===== src/common/phy_regs_pkg.sv =====
// Constants and types of the transceiver control and status registers.
// Assumes a 100 MHz system clock and 32-bit APB register words.
package phy_regs_pkg;

  localparam int unsigned CLK_PERIOD_NS = 10;

  // Byte addresses of the two registers.
  localparam logic [7:0] CTRL_OFFSET   = 8'hB4;
  localparam logic [7:0] STATUS_OFFSET = 8'hB8;

  // Control bit positions.
  localparam int unsigned RST_BIT    = 15;
  localparam int unsigned LOOP_BIT   = 14;
  localparam int unsigned SPEED_BIT  = 13;
  localparam int unsigned AUTONEG_ENABLE_BIT   = 12;
  localparam int unsigned PDOWN_BIT  = 11;
  localparam int unsigned ANRS_BIT   = 9;
  localparam int unsigned DUPLEX_BIT = 8;
  localparam int unsigned COLT_BIT   = 7;

  localparam logic [15:0] CTRL_WRITABLE = 16'hFB80;
  localparam logic [15:0] CTRL_SELF_CLR = 16'h8200;
  localparam logic [15:0] CTRL_RESET    = 16'h3000;
  localparam logic [15:0] STATUS_FIXED  = 16'h7809;
  localparam logic [3:0]  STRB_FULL     = 4'hF;

  // Duration of a transceiver reset and of a negotiation restart.
  localparam int unsigned PHY_RESET_NS  = 1000;
  localparam int unsigned AN_RESTART_NS = 20;
  localparam int unsigned CNT_W         = 8;
  localparam logic [CNT_W-1:0] PHY_RESET_CYC =
    CNT_W'((PHY_RESET_NS + CLK_PERIOD_NS - 1) / CLK_PERIOD_NS);
  localparam logic [CNT_W-1:0] AN_RESTART_CYC =
    CNT_W'((AN_RESTART_NS + CLK_PERIOD_NS - 1) / CLK_PERIOD_NS);

  typedef struct packed {
    logic resetActive;
    logic loopback;
    logic powerDown;
    logic collisionTest;
    logic autonegEnable;
    logic autonegRestart;
    logic speed100;
    logic fullDuplex;
  } phy_ctrl_s;

  localparam phy_ctrl_s PHY_CTRL_RESET = '{
    resetActive: 1'b0, loopback: 1'b0, powerDown: 1'b0,
    collisionTest: 1'b0, autonegEnable: 1'b1, autonegRestart: 1'b0,
    speed100: 1'b1, fullDuplex: 1'b0};

  typedef struct packed {
    logic [CNT_W-1:0] count;
    logic             busy;
    logic             done;
  } timer_s;

endpackage


===== src/verilog/phy_pulse_timer.sv =====
// Counts a fixed number of cycles after a start and then pulses done.
// Assumes CYCLES is at least one; a new start reloads the count.
module phy_pulse_timer
  import phy_regs_pkg::*;
#(
  parameter logic [CNT_W-1:0] CYCLES = 8'h01
)
(
  input  wire logic sys_clk, // System clock.
  input  wire logic rstn,    // Asynchronous reset, active low.
  input  wire logic start,   // Starts or restarts the interval.
  output logic      busy,    // High while the interval runs.
  output logic      done     // One-cycle pulse at the end.
);

  timer_s stateReg;
  timer_s stateNext;

  always_comb
  begin
    stateNext      = stateReg;
    stateNext.done = 1'b0;
    if (start)
    begin
      stateNext.count = CYCLES;
      stateNext.busy  = 1'b1;
    end
    else if (stateReg.busy)
    begin
      if (stateReg.count == CNT_W'(1))
      begin
        stateNext.busy  = 1'b0;
        stateNext.done  = 1'b1;
        stateNext.count = '0;
      end
      else
      begin
        stateNext.count = stateReg.count - CNT_W'(1);
      end
    end
  end

  always_ff @(posedge sys_clk or negedge rstn)
  begin
    if (!rstn)
      stateReg <= '0;
    else
      stateReg <= stateNext;
  end

  assign busy = stateReg.busy;
  assign done = stateReg.done;

endmodule // phy_pulse_timer


===== src/verilog/phy_control_status_regs.sv =====
// Transceiver control and basic status registers behind an APB slave.
// Assumes APB4 signalling on sys_clk; negotiation results come in
// synchronous to sys_clk.
//
// Overview of operation
// - Eleven 16-bit transceiver registers; control and status live here.
// - Only full 32-bit word accesses; upper half of each word is ignored.
// - Writing one to control bit 15 resets transceiver; bit self-clears.
// - Control bit 14 selects loopback; software keeps MAC mode field at 00.
// - Control bit 13 forces 100 or 10 Mbps unless negotiation enabled.
// - Control bit 12 enables auto-negotiation.
// - Control bit 11 powers the transceiver down; default zero.
// - Writing one to control bit 9 restarts negotiation; bit self-clears.
// - Control bit 8 forces full duplex unless negotiation enabled.
// - Control bit 7 enables the collision test; default zero.
// - The status register is read-only; writes have no effect.
// - Status bit 15, four-pair ability, always reads zero.
// - Status bits 14 and 13 always read one.
module phy_control_status_regs
  import phy_regs_pkg::*;
(
  input  wire logic        sys_clk,        // System clock, 100 MHz.
  input  wire logic        rstn,           // Async reset, active low.
  input  wire logic        psel,           // APB select.
  input  wire logic        penable,        // APB access phase.
  input  wire logic        pwrite,         // APB write when high.
  input  wire logic [7:0]  paddr,          // APB byte address.
  input  wire logic [31:0] pwdata,         // APB write data.
  input  wire logic [3:0]  pstrb,          // APB byte strobes.
  output logic      [31:0] prdata,         // APB read data.
  output logic             pready,         // APB ready.
  output logic             pslverr,        // APB error answer.
  input  wire logic        anResolved100,  // Negotiated 100 Mbps.
  input  wire logic        anResolvedFull, // Negotiated full duplex.
  output phy_ctrl_s        phyCtrl         // Transceiver controls.
);

  typedef struct packed {
    logic [15:0] ctrl;
    logic [31:0] rdata;
    logic        ready;
    logic        slvErr;
    phy_ctrl_s   phy;
  } state_s;

  localparam state_s STATE_RESET = '{
    ctrl: CTRL_RESET, rdata: '0, ready: 1'b0, slvErr: 1'b0,
    phy: PHY_CTRL_RESET};

  localparam int RST_BOUND = PHY_RESET_CYC + 2;
  localparam int AN_BOUND  = AN_RESTART_CYC + 2;

  state_s      stateReg;
  state_s      stateNext;
  logic        setupPhase;
  logic        commit;
  logic        fullWord;
  logic        ctrlWrite;
  logic        statusWrite;
  logic [15:0] ctrlNext;
  logic        rstStart;
  logic        rstBusy;
  logic        rstDone;
  logic        anStart;
  logic        anBusy;
  logic        anDone;

  function automatic logic isCtrl(input logic [7:0] addr);
    return addr == CTRL_OFFSET;
  endfunction

  function automatic logic isStatus(input logic [7:0] addr);
    return addr == STATUS_OFFSET;
  endfunction

  // The other nine transceiver registers live elsewhere.
  function automatic logic [31:0] readWord(input logic [7:0]  addr,
                                           input logic [15:0] ctrl);
    logic [31:0] word;
    word = '0;
    if (isCtrl(addr))
      word = {16'h0000, ctrl & CTRL_WRITABLE};
    else if (isStatus(addr))
      word = {16'h0000, STATUS_FIXED};
    return word;
  endfunction

  always_comb
  begin
    setupPhase  = psel && !penable;
    commit      = psel && penable && stateReg.ready;
    fullWord    = pstrb == STRB_FULL;
    ctrlWrite   = commit && pwrite && fullWord && isCtrl(paddr);
    statusWrite = commit && pwrite && isStatus(paddr);
    rstStart    = ctrlWrite && pwdata[RST_BIT];
    anStart     = ctrlWrite && pwdata[ANRS_BIT];
  end

  always_comb
  begin
    stateNext = stateReg;
    ctrlNext  = stateReg.ctrl;
    // Self-clearing bits drop when their interval ends.
    if (rstDone)
      ctrlNext[RST_BIT] = 1'b0;
    if (anDone)
      ctrlNext[ANRS_BIT] = 1'b0;
    // A write sets self-clearing bits but never clears them, and a new
    // set in the cycle of the clear wins.
    if (ctrlWrite)
    begin
      ctrlNext = (pwdata[15:0] & CTRL_WRITABLE & ~CTRL_SELF_CLR)
               | (ctrlNext & CTRL_SELF_CLR)
               | (pwdata[15:0] & CTRL_SELF_CLR);
    end
    // Writes to the status word change nothing.
    stateNext.ctrl = ctrlNext;

    // Every transfer completes in its first access cycle.
    stateNext.ready  = setupPhase;
    stateNext.slvErr = setupPhase
                     && (!(isCtrl(paddr) || isStatus(paddr))
                         || (pwrite && !fullWord));
    stateNext.rdata  = (setupPhase && !pwrite)
                     ? readWord(paddr, stateReg.ctrl) : '0;

    stateNext.phy.resetActive    = ctrlNext[RST_BIT];
    stateNext.phy.loopback       = ctrlNext[LOOP_BIT];
    stateNext.phy.powerDown      = ctrlNext[PDOWN_BIT];
    stateNext.phy.collisionTest  = ctrlNext[COLT_BIT];
    stateNext.phy.autonegEnable  = ctrlNext[AUTONEG_ENABLE_BIT];
    stateNext.phy.autonegRestart = anDone;
    // Forced speed and duplex give way to negotiation.
    stateNext.phy.speed100   = ctrlNext[AUTONEG_ENABLE_BIT]
                             ? anResolved100 : ctrlNext[SPEED_BIT];
    stateNext.phy.fullDuplex = ctrlNext[AUTONEG_ENABLE_BIT]
                             ? anResolvedFull : ctrlNext[DUPLEX_BIT];
  end

  always_ff @(posedge sys_clk or negedge rstn)
  begin
    if (!rstn)
      stateReg <= STATE_RESET;
    else
      stateReg <= stateNext;
  end

  assign prdata  = stateReg.rdata;
  assign pready  = stateReg.ready;
  assign pslverr = stateReg.slvErr;
  assign phyCtrl = stateReg.phy;

  phy_pulse_timer #(
    .CYCLES (PHY_RESET_CYC)
  ) resetTimer (
    .sys_clk (sys_clk),
    .rstn    (rstn),
    .start   (rstStart),
    .busy    (rstBusy),
    .done    (rstDone)
  );

  phy_pulse_timer #(
    .CYCLES (AN_RESTART_CYC)
  ) restartTimer (
    .sys_clk (sys_clk),
    .rstn    (rstn),
    .start   (anStart),
    .busy    (anBusy),
    .done    (anDone)
  );
endmodule // phy_control_status_regs


===== config.mk =====
export PLATFORM = sky130hd
export DESIGN_NAME = phy_control_status_regs
export DESIGN_NICKNAME = d
export VERILOG_FILES = /design/src/common/phy_regs_pkg.sv /design/src/verilog/phy_pulse_timer.sv /design/src/verilog/phy_control_status_regs.sv
export SDC_FILE = /design/constraint.sdc
export NUM_CORES = 1
export LEC_CHECK = 0
export BUFFER_PORTS_ARGS = -buffer_cell sky130_fd_sc_hd__buf_2
export CORE_UTILIZATION = 40
export CTS_CLUSTER_DIAMETER = 100
export DETAILED_ROUTE_END_ITERATION = 12
export PLACE_DENSITY = 0.73
export REMOVE_ABC_BUFFERS = 1
export SETUP_SLACK_MARGIN = 0.15
export SYNTH_ARGS = -nofsm -noshare
export SYNTH_HDL_FRONTEND = slang
export SYNTH_SLANG_ARGS = --single-unit

===== constraint.sdc =====
create_clock -name sys_clk -period 5 [get_ports sys_clk]
set_input_delay 0.75 -clock sys_clk [delete_from_list [all_inputs] [get_ports sys_clk]]
set_output_delay 0.75 -clock sys_clk [all_outputs]
set_load 0.05 [all_outputs]

Word-level counts from Yosys, hierarchy flattened
Cells that the tools add are included.
Widths: inputs -> output; s select.
{ "word_totals": {"regBits": 78, "input_bits": 51, "output_inout_bits": 42, "wordCells": 65} }
{ "op_classes": {"addsub": 2, "n_eq_ne": 5, "muxes": 18, "bitwise": 2, "n_reduce_logical": 19} }
{ "ops": {"columns": ["op", "n"], "rows": [
  ["$mux 32", 2],
  ["$mux 10", 2],
  ["$mux 9", 2],
  ["$eq 8x1->1 const B", 2],
  ["$eq 8x8->1 const B", 2],
  ["$mux 16", 1],
  ["$mux 8", 2],
  ["$or 15x16->16", 1],
  ["$or 16x16->16", 1],
  ["$sub 8x1->8 const B", 2],
  ["$mux 15", 1],
  ["$logic_and 1x1->1", 11],
  ["$mux 1", 6],
  ["$eq 4x4->1 const B", 1],
  ["$logic_not 1->1", 4],
  ["$mux 2", 2],
  ["$reduce_bool 2->1", 2],
  ["$logic_or 1x1->1", 2]
]} }

Longest topological paths before layout
Gate-level depths: netlist of run 1.
{ "logic_depth": {"word_depth": 7, "ltp_mapped": 6, "mapped_depth_nobuf": 6} }

By module
A second synthesis of run 1 with hierarchy kept.
{ "hier_totals": {"cells_unflattened": 212, "hier_area_um2": 2314.7} }
{ "by_module_without_submodules": {"columns": ["mod", "instances", "cells_each", "area_per_inst_um2"], "rows": [
  ["phy_control_status_regs", 1, 107, 1248.7],
  ["phy_pulse_timer at resetTimer", 1, 52, 543.0],
  ["phy_pulse_timer at restartTimer", 1, 53, 523.0]
]} }

Least setup slack after synthesis of run 1
OpenSTA, ideal clock, no wires.
{ "synth_path": {"path_kind": "input -> register", "startpoint": "input paddr[3]", "endpoint": "register stateReg[54] (netlist bit)", "t_arrival_ns": 2.055, "required_time_ns": 4.918, "setup_slack_ns": 2.863, "path_stages": 4, "path_cell_list": "or4b_4 -> nor4_4 -> buf_6 -> mux2_4"} }
{ "synth_between": {"elab_chain_len": 3} }
{ "synth_rtl": {"columns": ["element", "line_no", "text"], "rows": [
  ["start: declaration", "phy_control_status_regs.sv:27", "input wire logic [7:0] paddr,"],
  ["$eq 8x8->1", "phy_control_status_regs.sv:69", "return addr == CTRL_OFFSET;"],
  ["$logic_and 1x1->1", "phy_control_status_regs.sv:93", "ctrlWrite = commit && pwrite && fullWord && isCtrl(paddr);"],
  ["$mux 16", "phy_control_status_regs.sv:110", "if (ctrlWrite)"],
  ["via ctrlNext[12]", "phy_control_status_regs.sv:60", "logic [15:0] ctrlNext;"],
  ["end signal: assignment", "phy_control_status_regs.sv:145", "stateReg <= stateNext;"],
  ["end: declaration", "phy_control_status_regs.sv:53", "state_s stateReg;"]
]} }
The timed path passes the listed nets, and every way through them passes these cells.
A chain may end at the register's enable or synchronous reset.

==> results of run 1 <==
## state kept, by name (all words and copies together) (netlist names)
name,count
phyCtrl,3
resetTimer.stateReg,8
restartTimer.done,1
pslverr,1
restartTimer.stateReg,8
resetTimer.done,1
resetTimer.busy,1
pready,1
prdata,9
restartTimer.busy,1
stateReg,8
## final cells by class
cell class	count	area (um^2)
repair buffers	46	230
inverters	8	30.0
clock buffers	6	82.6
fillers	532	3050
clock inverters	1	30.0
flip-flops and latches	42	1050
well taps	72	90.1
multi-input cells	149	937
## worst paths after layout
| kind | from | depth (start not counted) | endpoint |
|---|---|---|---|
| min | restartTimer.done | 0 | phyCtrl[2] |
| max | paddr[3] | 5 | restartTimer.done |
| min in group asynchronous | rstn | 1 | pslverr |
| min reg2reg | restartTimer.done | 0 | phyCtrl[2] |
| max reg2reg | restartTimer.stateReg[3] | 6 | restartTimer.stateReg[2] |
| max in group asynchronous | rstn | 1 | resetTimer.stateReg[8] |
## through the flow
step | hold slack [ps] | cell area, um^2 | total power, mW | setup slack, ps
after global placement | 369 | 2340 | 0.455 | 2280
after floorplan | 349 | 2020 | 0.431 | 2680
final | 388 | 2450 | 0.721 | 2600
after CTS | 394 | 2450 | 0.728 | 2570
after global routing | 397 | 2450 | 0.749 | 2460
after detailed placement | 364 | 2340 | 0.456 | 2270
## placed cells by master, fill, tap and decap left out, types with 2 or more instances in the layout
cell type / n
nor3_1: 3
dfstp_2: 3
nor4b_1: 2
a21o_2: 2
a21bo_2: 2
clkbuf_8: 6
nand2b_1: 5
nand4_1: 3
nand3b_1: 2
o21ai_0: 3
buf_2: 46
nor4_1: 2
or3_1: 3
and3_1: 4
mux2_4: 2
dfrtp_1: 39
nor2_1: 18
nand2_1: 19
conb_1: 22
a211oi_1: 6
a21oi_1: 16
mux2_2: 6
ha_1: 4
mux2i_1: 5
and2_2: 2
inv_1: 8
or4b_4: 2
nor3b_1: 2
nand3_1: 5
## report_power, final
part           internal [mW]  switching [mW]  total, mW  leakage (nW)
sequential             0.351          0.0142      0.365         0.508
combinational         0.0214          0.0630     0.0844         0.654
clock                  0.160           0.112      0.272        0.0573
## critical path: stages
cell    delay (ps)
buf_2          110
or4b_4         550
nor4_4         720
and2_2         380
nor2_1          70
## logic make-up after synthesis
| group | Yosys count | synth area share [%] |
|---|---|---|
| AND/OR/NAND/NOR | 80 | 20.6 |
| buffers and inverters | 55 | 16.3 |
| flip-flops | 42 | 46.2 |
| AO/OA/AOI/OAI | 30 | 8.16 |
| multiplexers | 13 | 6.46 |
| adder cells (fa/ha/maj) | 4 | 2.19 |
| other | 1 | 0.164 |
## routing by layer
layer,global-route usage [%],wire (um),up-vias,share of wire [%]
met5,0,0,-,0
met4,2.83,24,0,0.65
met3,3.65,130,4,3.5
met2,21.1,1800,32,49
met1,16.6,1740,732,47
li1,-,-,764,-
==> metrics.txt, run 1 <==
status complete, no violations; Final period util 48.0%; # clock sinks 42; Max VDD drop 0.143 mV; Clock Path Buffers 2; Mapped Area 0.00228 mm^2; H-tree lvl count 2; synthesized instance count 225; share of post-route cells with drive strength above 1 30.6%; initial core utilization 41.5%; vias per cell 4.73; min Tclk post-route 2400 ps; Setup Buffers After CTS 0; final hold vios 0; Buffers on Ports 46; Post-DRT Antenna Nets 0; CTS Hold Buffers Added 0; max-slew violations 0; antenna violations before repair 0; Clock Latency Late Sink 290 ps; setup TNS 0 ps; core box area 0.00551 mm^2; CP arrival 2580 ps; CTS clock-pin slew for the worst setup and hold paths 80 ps; Inst Count DP 317; Critical Path Fanout Max 16; Critical Path RT 5180 ps; max_slew headroom 19.6%; crit path kind in -> reg; Post-synth top cells buf_4 (41), dfrtp_1 (39), nand2_1 (19); area delta synth->final 7.45%; Die Ht 77.6 um; vias in the first global route 1352; Worst setup EP type flop; power per cell area 294 mW/mm^2; GRT Residual Overflow 0; Ys Warns 0; Ports 93; largest net degree at the start of global routing 43; Cell variety after synth 41; Final Non-Filler Cells 324; number of synthesized flops with an enable pin 0; post-synthesis sequential area ratio 46.2%; synthesis-stage register bit count 42; drc violations 0; Tightest Pin Transition 1190 ps; mean area per synthesized cell 10.2 um^2; Hold Crit Class reg -> reg; largest area contributor in the netlist dfrtp_1; CTS tree done; register-to-register setup slack 2840 ps; CTS-repair resized insts 0; Tot GR Track Use 12.8%; Pleak 1.22 nW; routed len/inst 11.4 um; Max-Cap Viols 0; DP HPWL 2720 um; antenna cells 0; Clock Skew 6.55 ps; final setup fails 0; drt pass-1 iters 4; achievable frequency 416 MHz; Synth Flop Type dfrtp_1; RSZ-0062 raised after global routing false; share of the synthesized area in the top cell type 42.7%; Synth area leaders dfrtp_1 (43%), buf_4 (13%), a21oi_1 (3.5%), dfstp_2 (3.5%), nand2_1 (3.1%); initial DRC count 71; vias 1532; Rows 27; utilization after layout 44.6%; first-pass GRT wire length 6140 um; Layout Nets 307; Num CTS Buffers 5; die span in x 77.6 um; dominant cell by count in the synthesized netlist buf_4; final wirelength 3690 um; FFs w/ async S/R, synth 100%; startpoint types primary input; CTS root buf clkbuf_8; die area 0.00602 mm^2; GPL Wtd Cong 0.727
Note: power is estimated with default switching activity, not from simulation.
==> run 2, diff against run 1 <==
PLACE_DENSITY = 0.76   (was 0.73)
clock period = 2.2 ns   (was 5 ns; I/O delays follow)
==> metrics.txt, run 2 (same netlist as run 1, synthesis figures left out) <==
Pint 1.22 mW (was 0.532 mW); most frequent cells in the layout buf_2 (46), dfrtp_1 (39), conb_1 (22), nand2_1 (19), nor2_1 (18) (unchanged); vias 1576 (was 1532); CTS tree done (unchanged); Hold Crit Class in -> reg (was reg -> reg); routed len/inst 11.5 um (was 11.4 um); CTS root buf clkbuf_8 (unchanged); min Tclk post-route 1730 ps; setup TNS 0 ps (unchanged); drt pass-1 iters 4 (unchanged); # clock sinks 42 (unchanged); largest net degree at the start of global routing 21 (was 43); max-slew violations 0 (unchanged); achievable frequency 578 MHz; final hold vios 0 (unchanged); Clk pwr share 37.5% (was 37.7%); crit path kind reg -> reg (was in -> reg); drc violations 0 (unchanged); Buffers on Ports 46 (unchanged); Clock Path Buffers 2 (unchanged); Logic pwr share 11.9% (was 11.7%); status complete, no violations (unchanged); number of flip-flops in the largest register 9 (unchanged); Pwr Total 1.64 mW (was 0.721 mW); vias per cell 4.75 (was 4.73); Die Ht 77.6 um (unchanged); GRT Residual Overflow 0 (unchanged); initial DRC count 58 (was 71); Final period util 78.7%; initial core utilization 41.5% (unchanged); antenna violations before repair 0 (unchanged); H-tree lvl count 2 (unchanged); core box area 0.00551 mm^2 (unchanged); CTS clock-pin slew for the worst setup and hold paths 80 ps (about the same); antenna cells 0 (unchanged); Layout Nets 314 (was 307); Num CTS Buffers 5 (unchanged); Worst setup EP type flop (unchanged); most common cell after layout, fill and taps aside buf_2 (unchanged); area delta synth->final 10.0% (was 7.45%); GPL Wtd Cong 0.749 (was 0.727); Critical Path Fanout Max 8 (was 16); die area 0.00602 mm^2 (unchanged); Critical Path RT 2380 ps (was 5180 ps); Clock Latency Late Sink 290 ps (about the same); fillers 532 (unchanged); Net Sw Power 0.424 mW (was 0.189 mW); Rows 27 (unchanged); Sw Share 25.8% (was 26.2%); Ports 93 (unchanged); die span in x 77.6 um (unchanged); DP HPWL 2900 um (was 2720 um); share of post-route cells with drive strength above 1 31.9% (was 30.6%); Max VDD drop 0.331 mV (was 0.143 mV); Pleak 1.26 nW (was 1.22 nW); final setup fails 0 (unchanged); Clock Skew 8.78 ps (was 6.55 ps); RSZ-0062 raised after global routing false (unchanged); Tot GR Track Use 14.0% (was 12.8%); vias in the first global route 1425 (was 1352); final wirelength 3820 um (was 3690 um); Max-Cap Viols 0 (unchanged); Post-DRT Antenna Nets 0 (unchanged); first-pass GRT wire length 6400 um (was 6140 um); CP arrival 1910 ps (was 2580 ps); startpoint types flop (was primary input); share of power burned in registers 50.5% (was 50.6%); power per cell area 654 mW/mm^2 (was 294 mW/mm^2)
==> run 2: metrics by stage <==
stage	std cells	area [um^2]	util (%)	setup slack [ps]	hold WS (ps)
after global placement	323	2390	43.4	355	294
after CTS	332	2510	45.6	454	255
after floorplan	199	2020	-	250	34.4
final	332	2510	45.6	469	267
after detailed placement	323	2390	43.4	322	300
after global routing	332	2510	45.6	382	262
==> run 2: cell type report <==
cell class	instances	area, um^2	area share (%)
multi-input cells	149	937	37.3
flip-flops and latches	42	1050	42.0
inverters	8	30.0	1.19
repair buffers	53	285	11.3
clock inverters	1	30.0	1.19
well taps	72	90.1	3.58
clock buffers	7	86.3	3.43
==> run 2: critical path, cell delays in order, from the launching register on <==
cell and delay (ps):
dfrtp_1 460, or4b_4 580, nor4b_2 320, mux2i_1 220, nor2_1 50
==> run 2: layer usage <==
metal / up-vias / share of wire [%] / track usage [%]
met3: 6 / 5.4 / 4.94
met1: 745 / 46 / 17.2
met2: 46 / 46 / 22.2
li1: 779 / - / -
met4: 0 / 1.7 / 6.23
met5: - / 0 / 0
==> run 2: path summary, 6_finish.rpt <==
check,slack (ps),end,start,depth (start not counted)
setup / recovery,470,resetTimer.stateReg[9],resetTimer.stateReg[4],4
hold / removal,270,stateReg[53],pwdata[11],2
setup reg to reg,470,resetTimer.stateReg[9],resetTimer.stateReg[4],4
hold reg to reg,400,phyCtrl[2],restartTimer.done,0
max in group asynchronous,1060,stateReg[55],rstn,3
min in group asynchronous,510,resetTimer.stateReg[8],rstn,2
==> run 2: repair_timing <==
action / CTS / global route
endpoints found under the setup margin: 0 / 0
hold endpoints to repair: 18 / 0
gates resized for setup: 0 / 0
hold buffers: 1 / 0
buffers inserted: 0 / 0
==> run 2: power groups by stage <==
stage | registers (mW) | clock network, mW | logic, mW
after floorplan | 0.845 | 0 | 0.134
after global placement | 0.844 | 0 | 0.192
after detailed placement | 0.845 | 0 | 0.196
after CTS | 0.830 | 0.639 | 0.198
after global routing | 0.837 | 0.676 | 0.214
final | 0.831 | 0.617 | 0.196
==> run 3, diff against run 2 <==
ABC_AREA = 1   (was unset)
PLACE_DENSITY = 0.73   (was 0.76)
clock period = 1.6 ns   (was 2.2 ns; I/O delays follow)
==> metrics.txt, run 3 <==
FF-to-FF path depth 10 (was 4); Synth area leaders dfrtp_1 (41%), buf_4 (13%), nand2_1 (10%), nand3_1 (7.2%), nor2_1 (5.7%) (was dfrtp_1 (43%), buf_4 (13%), a21oi_1 (3.5%), dfstp_2 (3.5%), nand2_1 (3.1%)); startpoint types flop (unchanged); Critical Path RT 1780 ps (was 2380 ps); antenna cells 0 (unchanged); H-tree lvl count 2 (unchanged); Synth Flop Type dfrtp_1 (unchanged); initial core utilization 42.3% (was 41.5%); Max VDD drop 0.448 mV (was 0.331 mV); Die Ht 79.0 um (was 77.6 um); worst flop-to-flop path startpoint pready (was resetTimer.stateReg[4]); GRT Residual Overflow 0 (unchanged); share of the synthesized area in the top cell type 41.1% (was 42.7%); Sw Share 34.2% (was 25.8%); Ys Warns 0 (unchanged); Pwr Total 2.65 mW (was 1.64 mW); Layout Nets 386 (was 314); die area 0.00625 mm^2 (was 0.00602 mm^2); Post-synth top cells nand2_1 (63), buf_4 (40), dfrtp_1 (39) (was buf_4 (41), dfrtp_1 (39), nand2_1 (19)); DP HPWL 3280 um (was 2900 um); synthesized instance count 291 (was 225); Clk pwr share 26.4% (was 37.5%); synthesis-stage register bit count 42 (unchanged); achievable frequency 738 MHz (was 578 MHz); hold depth 2 (unchanged); most common cell after layout, fill and taps aside nand2_1 (was buf_2); Logic pwr share 25.5% (was 11.9%); CTS clock-pin slew for the worst setup and hold paths 80 ps (about the same); status complete, no violations (unchanged); final wirelength 4370 um (was 3820 um); number of flip-flops in the largest register 9 (unchanged); initial DRC count 107 (was 58); crit path kind reg -> reg (unchanged); routed len/inst 10.8 um (was 11.5 um); die span in x 79.0 um (was 77.6 um); min-delay src penable (was pwdata[11]); power per cell area 1010 mW/mm^2 (was 654 mW/mm^2); Inst Count DP 391 (was 323); Clock Skew 2.19 ps (was 8.78 ps); register-to-register setup slack 240 ps (was 470 ps); Post-DRT Antenna Nets 0 (unchanged); number of synthesized flops with an enable pin 0 (unchanged); Cell variety after synth 28 (was 41); Max-Cap Viols 0 (unchanged); Pint 1.74 mW (was 1.22 mW); area delta synth->final 10.9% (was 10.0%); CTS tree done (unchanged); Critical Path Fanout Max 8 (unchanged); max-slew violations 0 (unchanged); Hold Crit Class in -> reg (unchanged); vias per cell 4.57 (was 4.75); GPL Wtd Cong 0.811 (was 0.749); Clock Path Buffers 2 (unchanged); Net Sw Power 0.907 mW (was 0.424 mW); antenna violations before repair 0 (unchanged); Final Non-Filler Cells 404 (was 332); most frequent cells in the layout nand2_1 (63), buf_2 (46), dfrtp_1 (39), nor2_1 (36), nand3_1 (34) (was buf_2 (46), dfrtp_1 (39), conb_1 (22), nand2_1 (19), nor2_1 (18)); Buffers on Ports 46 (unchanged); Mapped Area 0.00237 mm^2 (was 0.00228 mm^2); Rows 27 (unchanged); Final period util 84.7% (was 78.7%); share of power burned in registers 48.1% (was 50.5%); vias in the first global route 1779 (was 1425); vias 1847 (was 1576); CTS root buf clkbuf_8 (unchanged); share of post-route cells with drive strength above 1 25.9% (was 31.9%); Tot GR Track Use 15.5% (was 14.0%); post-synthesis sequential area ratio 44.4% (was 46.2%); core box area 0.00561 mm^2 (was 0.00551 mm^2); # clock sinks 42 (unchanged); final hold vios 0 (unchanged); mean area per synthesized cell 8.16 um^2 (was 10.2 um^2); min Tclk post-route 1360 ps (was 1730 ps); setup TNS 0 ps (unchanged); final setup fails 0 (unchanged); CP arrival 1540 ps (was 1910 ps); RSZ-0062 raised after global routing true (was false); Pleak 1.52 nW (was 1.26 nW); Hold Slack 123 ps (was 267 ps); first-pass GRT wire length 7560 um (was 6400 um); drt pass-1 iters 4 (unchanged); Hold Path End pready (was stateReg[53]); largest net degree at the start of global routing 23 (was 21); Clock Latency Late Sink 290 ps (about the same); FFs w/ async S/R, synth 100% (unchanged); largest area contributor in the netlist dfrtp_1 (unchanged); dominant cell by count in the synthesized netlist nand2_1 (was buf_4); Num CTS Buffers 5 (unchanged); Reg2Reg Capture Point phyCtrl[0] (was resetTimer.stateReg[9]); Ports 93 (unchanged); Worst setup EP type flop (unchanged); drc violations 0 (unchanged)
run 3: cell type report:
type                       instances  area [um^2]
clock inverter                     2         12.5
sequential                        42         1050
multi-input combinational        193          950
timing repair buffer              55          313
tap                               72         90.1
inverter                          34          130
clock buffer                       6         82.6
fill                             550         2980
run 3: how the worst max path moves through the flow:
stage | depth (start not counted) | from | to
6_report | 10 | pready | phyCtrl[0]
5_1_grt | 10 | pready | phyCtrl[0]
4_1_cts | 9 | pready | phyCtrl[0]
3_5_place_dp | 7 | paddr[1] | restartTimer.stateReg[9]
3_3_place_gp | 9 | paddr[1] | phyCtrl[0]
2_1_floorplan | 9 | pready | phyCtrl[0]
run 3: what timing repair did:
item                       in CTS  in global routing
setup buffers                   0                  4
hold endpoints to repair       17                  0
gates resized for setup         0                  4
setup endpoints to repair       0                 20
hold buffers                    1                  0
run 3: logic make-up (layout without fill, tap and decap cells):
kind of cell | Yosys count | count (layout) | synth area share [%]
AOI/OAI and AO/OA | 10 | 10 | 2.69
xor gates and xnor gates | 7 | 7 | 2.58
adders and majority gates | 4 | 4 | 2.11
buffers and inverters | 77 | 97 | 19.6
DFF | 42 | 42 | 44.4
other | 1 | 22 | 0.158
and+or+nand+nor | 150 | 150 | 28.5
run 3: metrics by stage:
step	setup WS [ps]	area, um^2	utilization [%]
after detailed placement	70.7	2470	44.0
after floorplan	33.8	2120	-
final	245	2630	46.9
after global routing	102	2630	46.9
after global placement	127	2470	44.0
after CTS	163	2570	45.9
run 3: power groups by stage:
| stage | clock [mW] | sequential (mW) | combinational (mW) |
|---|---|---|---|
| finish | 0.701 | 1.27 | 0.676 |
| detailed placement | 0 | 1.29 | 0.668 |
| global route | 0.771 | 1.29 | 0.762 |
| floorplan | 0 | 1.30 | 0.496 |
| global placement | 0 | 1.29 | 0.642 |
| CTS | 0.723 | 1.27 | 0.671 |
run 3: worst max-delay path: stages (launching register included):
cell     delay [ps]
dfrtp_1         340
nand2_1          70
inv_2            50
nand2_1          90
nor2_4          150
buf_12          150
nand2_4          70
nand2_2         120
nand2_2          80
nand2_1          60
nand2_1          50
run 3: per-layer routing:
layer	vias to the layer above	wire length, um	part of all wire [%]	track usage [%]
li1	914	-	-	-
met1	874	1910	44	18.2
met2	51	2160	49	26.9
met3	8	211	4.8	3.91
met4	0	88	2.0	6.55
met5	-	0	0	0
